`src/gcfg_pkg.sv`:
```
// Package with the constants for the global configuration access block
package gcfg_pkg;
    localparam logic [7:0] GLOBAL_FIRST = 8'h00;
    localparam logic [7:0] GLOBAL_LAST = 8'h2f;
    localparam logic [7:0] IDX_CFG_CTRL = 8'h02;
    localparam logic [7:0] IDX_RESET = 8'h00;
    localparam logic [7:0] DATA_RESET = 8'h00;
    localparam logic [7:0] PULSE_RESET = 8'h00;
    localparam logic VALID_RESET = 1'b0;
    // Implemented global registers, one bit per index 0x00..0x2f
    localparam logic [47:0] IMPL_MAP = 48'h0000_0000_0004;
    // Writable bit masks; arbitrary plain defaults, zero means unimplemented
    localparam logic [7:0] CFG_CTRL_MASK = 8'h03;
endpackage : gcfg_pkg

```
`src/global_config_register_access.sv`:
```
// Index/data access logic for the chip-level configuration registers
`timescale 1ns/1ns
// Operation
// - Global registers occupy indices 0x00 through 0x2f of the configuration space.
// - All eight index bits are decoded, so no upper-bit aliasing occurs.
// - Unimplemented indices and bits ignore writes and read as zero.
// - A write to the index port is latched as the current register selection.
// - Data port accesses go to the currently selected register.
// - Ports act on these registers only while configuration mode is active.
// - Bits written to the configuration-control register at index 0x02 clear themselves after acting.
module global_config_register_access (
    input wire logic clock,
    input wire logic reset_n,
    input wire logic config_mode,
    input wire logic index_wr,
    input wire logic data_wr,
    input wire logic data_rd,
    input wire logic [7:0] wdata,
    output logic [7:0] index_r,
    output logic [7:0] rdata_r,
    output logic rvalid_r,
    output logic [7:0] cfg_ctrl_pulse_r
);
    ////////////////////////////////////////////////////////////////////////
    // Offset compare stays valid if the window ever moves off index zero
    function automatic logic in_global(input logic [7:0] idx);
        logic [7:0] offset;
        offset = idx - gcfg_pkg::GLOBAL_FIRST;
        in_global = offset <= (gcfg_pkg::GLOBAL_LAST - gcfg_pkg::GLOBAL_FIRST);
    endfunction : in_global

    function automatic logic [7:0] bit_mask(input logic [7:0] idx);
        if (!in_global(idx)) begin
            bit_mask = 8'h00;
        end else if (!gcfg_pkg::IMPL_MAP[idx[5:0]]) begin
            bit_mask = 8'h00;
        end else if (idx == gcfg_pkg::IDX_CFG_CTRL) begin
            bit_mask = gcfg_pkg::CFG_CTRL_MASK;
        end else begin
            bit_mask = 8'h00;
        end
    endfunction : bit_mask

    ////////////////////////////////////////////////////////////////////////
    wire logic [7:0] sel_mask;
    wire logic is_ctrl;
    wire logic data_wr_ok;
    wire logic data_rd_ok;
    wire logic ctrl_write;
    wire logic [7:0] index_nxt;
    wire logic [7:0] pulse_nxt;
    wire logic [7:0] rdata_nxt;
    wire logic rvalid_nxt;

    assign sel_mask = bit_mask(index_r);
    assign is_ctrl = (index_r == gcfg_pkg::IDX_CFG_CTRL);
    assign data_wr_ok = config_mode && data_wr;
    assign data_rd_ok = config_mode && data_rd;
    assign ctrl_write = data_wr_ok && is_ctrl;
    // Leaving config mode drops the selection so a later session starts clean
    assign index_nxt = !config_mode ? gcfg_pkg::IDX_RESET : (index_wr ? wdata : index_r);
    // No global register keeps readable state here, so reads give zero
    assign rdata_nxt = data_rd_ok ? (8'h00 & sel_mask) : gcfg_pkg::DATA_RESET;
    assign rvalid_nxt = data_rd_ok;

    // Control register is write-only: one-cycle action pulse, never stored
    for (genvar b = 0; b < 8; b++) begin : g_pulse_bit
        assign pulse_nxt[b] = ctrl_write && wdata[b] && sel_mask[b];
    end

    ////////////////////////////////////////////////////////////////////////
    always_ff @(posedge clock) begin
        if (!reset_n) begin
            index_r <= gcfg_pkg::IDX_RESET;
        end else begin
            index_r <= index_nxt;
        end
    end

    always_ff @(posedge clock) begin
        if (!reset_n) begin
            rdata_r <= gcfg_pkg::DATA_RESET;
        end else begin
            rdata_r <= rdata_nxt;
        end
    end

    always_ff @(posedge clock) begin
        if (!reset_n) begin
            rvalid_r <= gcfg_pkg::VALID_RESET;
        end else begin
            rvalid_r <= rvalid_nxt;
        end
    end

    always_ff @(posedge clock) begin
        if (!reset_n) begin
            cfg_ctrl_pulse_r <= gcfg_pkg::PULSE_RESET;
        end else begin
            cfg_ctrl_pulse_r <= pulse_nxt;
        end
    end
endmodule : global_config_register_access

```
`config.mk`:
```
export PLATFORM = sky130hd
export DESIGN_NAME = global_config_register_access
export DESIGN_NICKNAME = d
export VERILOG_FILES = /design/src/gcfg_pkg.sv /design/src/global_config_register_access.sv
export SDC_FILE = /design/constraint.sdc
export NUM_CORES = 1
export LEC_CHECK = 0
export BUFFER_PORTS_ARGS = -buffer_cell sky130_fd_sc_hd__buf_2
export CORE_MARGIN = 5
export CORE_UTILIZATION = 41
export DETAILED_ROUTE_END_ITERATION = 6
export GPL_ROUTABILITY_DRIVEN = 0
export HOLD_SLACK_MARGIN = 0.08
export PLACE_DENSITY = 0.8
export SLEW_MARGIN = 20
export SYNTH_ARGS = -nofsm -noshare
export SYNTH_HDL_FRONTEND = slang
export SYNTH_SLANG_ARGS = --single-unit
```
`constraint.sdc`:
```
create_clock -name clock -period 2.2 [get_ports clock]
set_input_delay 0.22 -clock clock [delete_from_list [all_inputs] [get_ports clock]]
set_output_delay 0.22 -clock clock [all_outputs]
set_load 0.02 [all_outputs]
```
# Yosys cells after proc, flatten, opt, wreduce, memory -nomap -nowiden
# Memory sizes are Yosys's and may differ from the RTL's. A register that Yosys moved wholly into a read port is not among the register bits.
# Index checks and enable logic that the tools add are counted.
[classes] bitwise_logic=0 add_sub_neg=0 reduce_logical=20 magnitude_cmp=2 eq_ne=1 mul=0 mux=6 shifts=0 div_mod_pow=0
[ops] op="$logic_and A1 B1 Y1" count=19
[ops] op="$mux W8" count=2
[ops] op="$mux W6" count=2
[ops] op="$eq A8 B2 Y1 const B" count=1
[ops] op="$le A8 B6 Y1 const B" count=1
[ops] op="$lt A6 B7 Y1 const B" count=1
[ops] op="$mux W2" count=1
[ops] op="$reduce_and A2 Y1" count=1
[ops] op="$mux W1" count=1
[totals] memories=1 ramBits=0 ff_bits=17 mem_bits_ro=64 latchBits=0 elab_cells=33 inputBits=14
[memory_table] name="(name not given)" depth=64 word_bits=1 rd=1 rd_clocked_by_memory_dff=1 wr=0 line_no="global_config_register_access.sv:35" rtl="end else if (!gcfg_pkg::IMPL_MAP[idx[5:0]]) begin"

# Logic depth before layout (Yosys ltp)
[logic_depth] word_depth=5 depth_mapped=4 mapped_depth_nobuf=3

# Least setup slack after synthesis
# Ideal clock, no wire load.
[synth_path] kind="register to register" start="register index_r[1]" end="register (tool-made name)" path_stages_with_launch=4 n_path_buf=0 t_required_ps=2108 arrival_ps=1117 path_slack_ps=991 synth_period_minus_slack_ps=1209 setup_time_ps=92 path_cell_list="dfxtp_1 > mux2i_1 > or3b_1 > nor4_1"
[synth_rtl] element="start, declared" line_no="global_config_register_access.sv:19" rtl="output logic [7:0] index_r,"
[synth_rtl] element="start signal, assigned" line_no="global_config_register_access.sv:74" rtl="index_r <= gcfg_pkg::IDX_RESET;"
[synth_rtl] element="start signal, assigned" line_no="global_config_register_access.sv:76" rtl="index_r <= index_nxt;"

==> metrics <==
post-synthesis cell count=58; ranking of synthesized cells by area=dfxtp_1, buf_4, mux2i_1; Synth Register Bits=12; die height=46.7 um; Iter 0 DRT Violations=6; share of layout cells above drive strength 1=34.5%; Worst-Skew Late Latency=270 ps; Area Overhead vs Synth=19.5%; fin crit share=54.6%; Die Span X=46.7 um; Tot Pwr=0.469 mW; peak supply drop=207 uV; ANT cells=0; Tmin final=1200 ps; CP Launch Type=register; largest area contributor in the netlist=dfxtp_1; final std cell area, no fill=661 um2; I/O pins=39; critical path required time=2390 ps; CP max FO=3; largest net degree at the start of global routing=11; Seq/Total Area, Yosys=43.4%; I/O Buffers=24; worst clock skew=3.76 ps; drt drc=0; Core Area=0.00128 mm2; Ys Warns=0; gr usage total=11.0%; CTS tree=done; final setup fails=0; Power Dens Cells=710 mW/mm2; Clock Path Buffers=2; Max Clk Rate=833 MHz; DR WL/cell=11.2 um; commonest non-fill, non-tap cell in the layout=buf_2; Rows=13; Leakage=0.372 nW; crit path DAT=1390 ps; Starting Density=43.0%; final WL=1110 um; gr ovfl total=0; Root Driver=clkbuf_4; full die area=0.00218 mm2; setup repair bufs after CTS=0; max-slew violations=0; Fin Setup TNS=0 ps; detailed-route via count=424; commonest cells after routing, fill and taps aside=buf_2, conb_1, dfxtp_1; Final HPWL DP=943 um; Mapped Area=553 um2; Hold Crit Class=input port to register; number of global-route vias before repair=400; clk sinks=12; initial antenna violation count=0; critical path capture point type=register; unrepaired setup endpoints after global routing=no; fin nets=99; MaxCap Viol Count=0; Netlist cell types=16; status=finished clean; Clk pin slew, worst setup/hold paths=80 ps; antenna-violating nets left=0; post-cts gate resize count=0; Synth top area share=43.4%; Cell Area, Placed=624 um2; via/cell ratio=4.28; htree depth=1; Num CTS Buffers=3; cts hold-fix bufs=0; first-pass GRT wire length=1660 um; drt first pass iters=2; final hold vios=0; Synth Area per Inst=9.54 um2; CP Class=register to register
[cells in the mapped netlist]
cell type	instances
a21oi_1	1
and3_1	1
and4b_1	1
buf_4	14
buf_6	1
conb_1	1
dfxtp_1	12
inv_1	2
mux2i_1	8
nand2_2	1
nand4_1	1
nor2_1	11
nor2b_1	1
nor4_1	1
nor4b_1	1
or3b_1	1
[metrics by stage]
stage,std cells,worst slack [ps],utilization [%],hold slack (ps)
after floorplan,71,991,-,332
after global placement,95,849,48.6,452
after detailed placement,95,762,48.6,463
after CTS,99,984,51.4,170
after global routing,99,891,51.4,175
final,99,999,51.4,173
[path summary, 6_finish.rpt]
check	from	to	slack [ps]	cells after the start
worst min-delay path	wdata[1]	cfg_ctrl_pulse_r[1]	170	3
worst max register to register	index_r[2]	register	1000	3
worst min register to register	index_r[7]	index_r[7]	530	2
worst max-delay path	index_r[2]	register	1000	3
[flip-flops by register name, indices dropped and copies added, names as in the netlist, named ones only]
signal / count
cfg_ctrl_pulse_r: 2
index_r: 8
rvalid_r: 1
[where the power goes]
group | internal (mW) | switching [mW]
logic | 0.0224 | 0.0477
registers | 0.223 | 0.00347
clock network | 0.100 | 0.0722
total | 0.346 | 0.123
[cell families after synthesis]
kind of cell	after synthesis	synth area share, %
buffers and inverters	17	22.4
DFF	12	43.4
AOI/OAI and AO/OA	1	0.904
and+or+nand+nor	19	18.1
other	1	0.678
muxes	8	14.5
[critical path, cell delays in order (launching register included)]
cell     delay (ps)
dfxtp_1         330
mux2i_1         170
or3b_1          370
nor4_1          250
[per-layer routing]
layer  routed length (um)  track usage (%)  part of all wire, %  vias to the layer above
met5                    0                0                    0                        -
met4                    0             4.97                    0                        0
met3                  158             3.52                   14                        0
met2                  556             20.3                   50                       22
met1                  392             11.2                   35                      188
li1                     -                -                    -                      214
[area by class of cell]
class	instances	area (um2)
inverter	2	7.51
multi-input combinational	42	238
sequential	12	240
tap	15	18.8
fill	127	624
timing repair buffer	24	120
clock buffer	4	36.3
(Power assumes the default switching activity.)
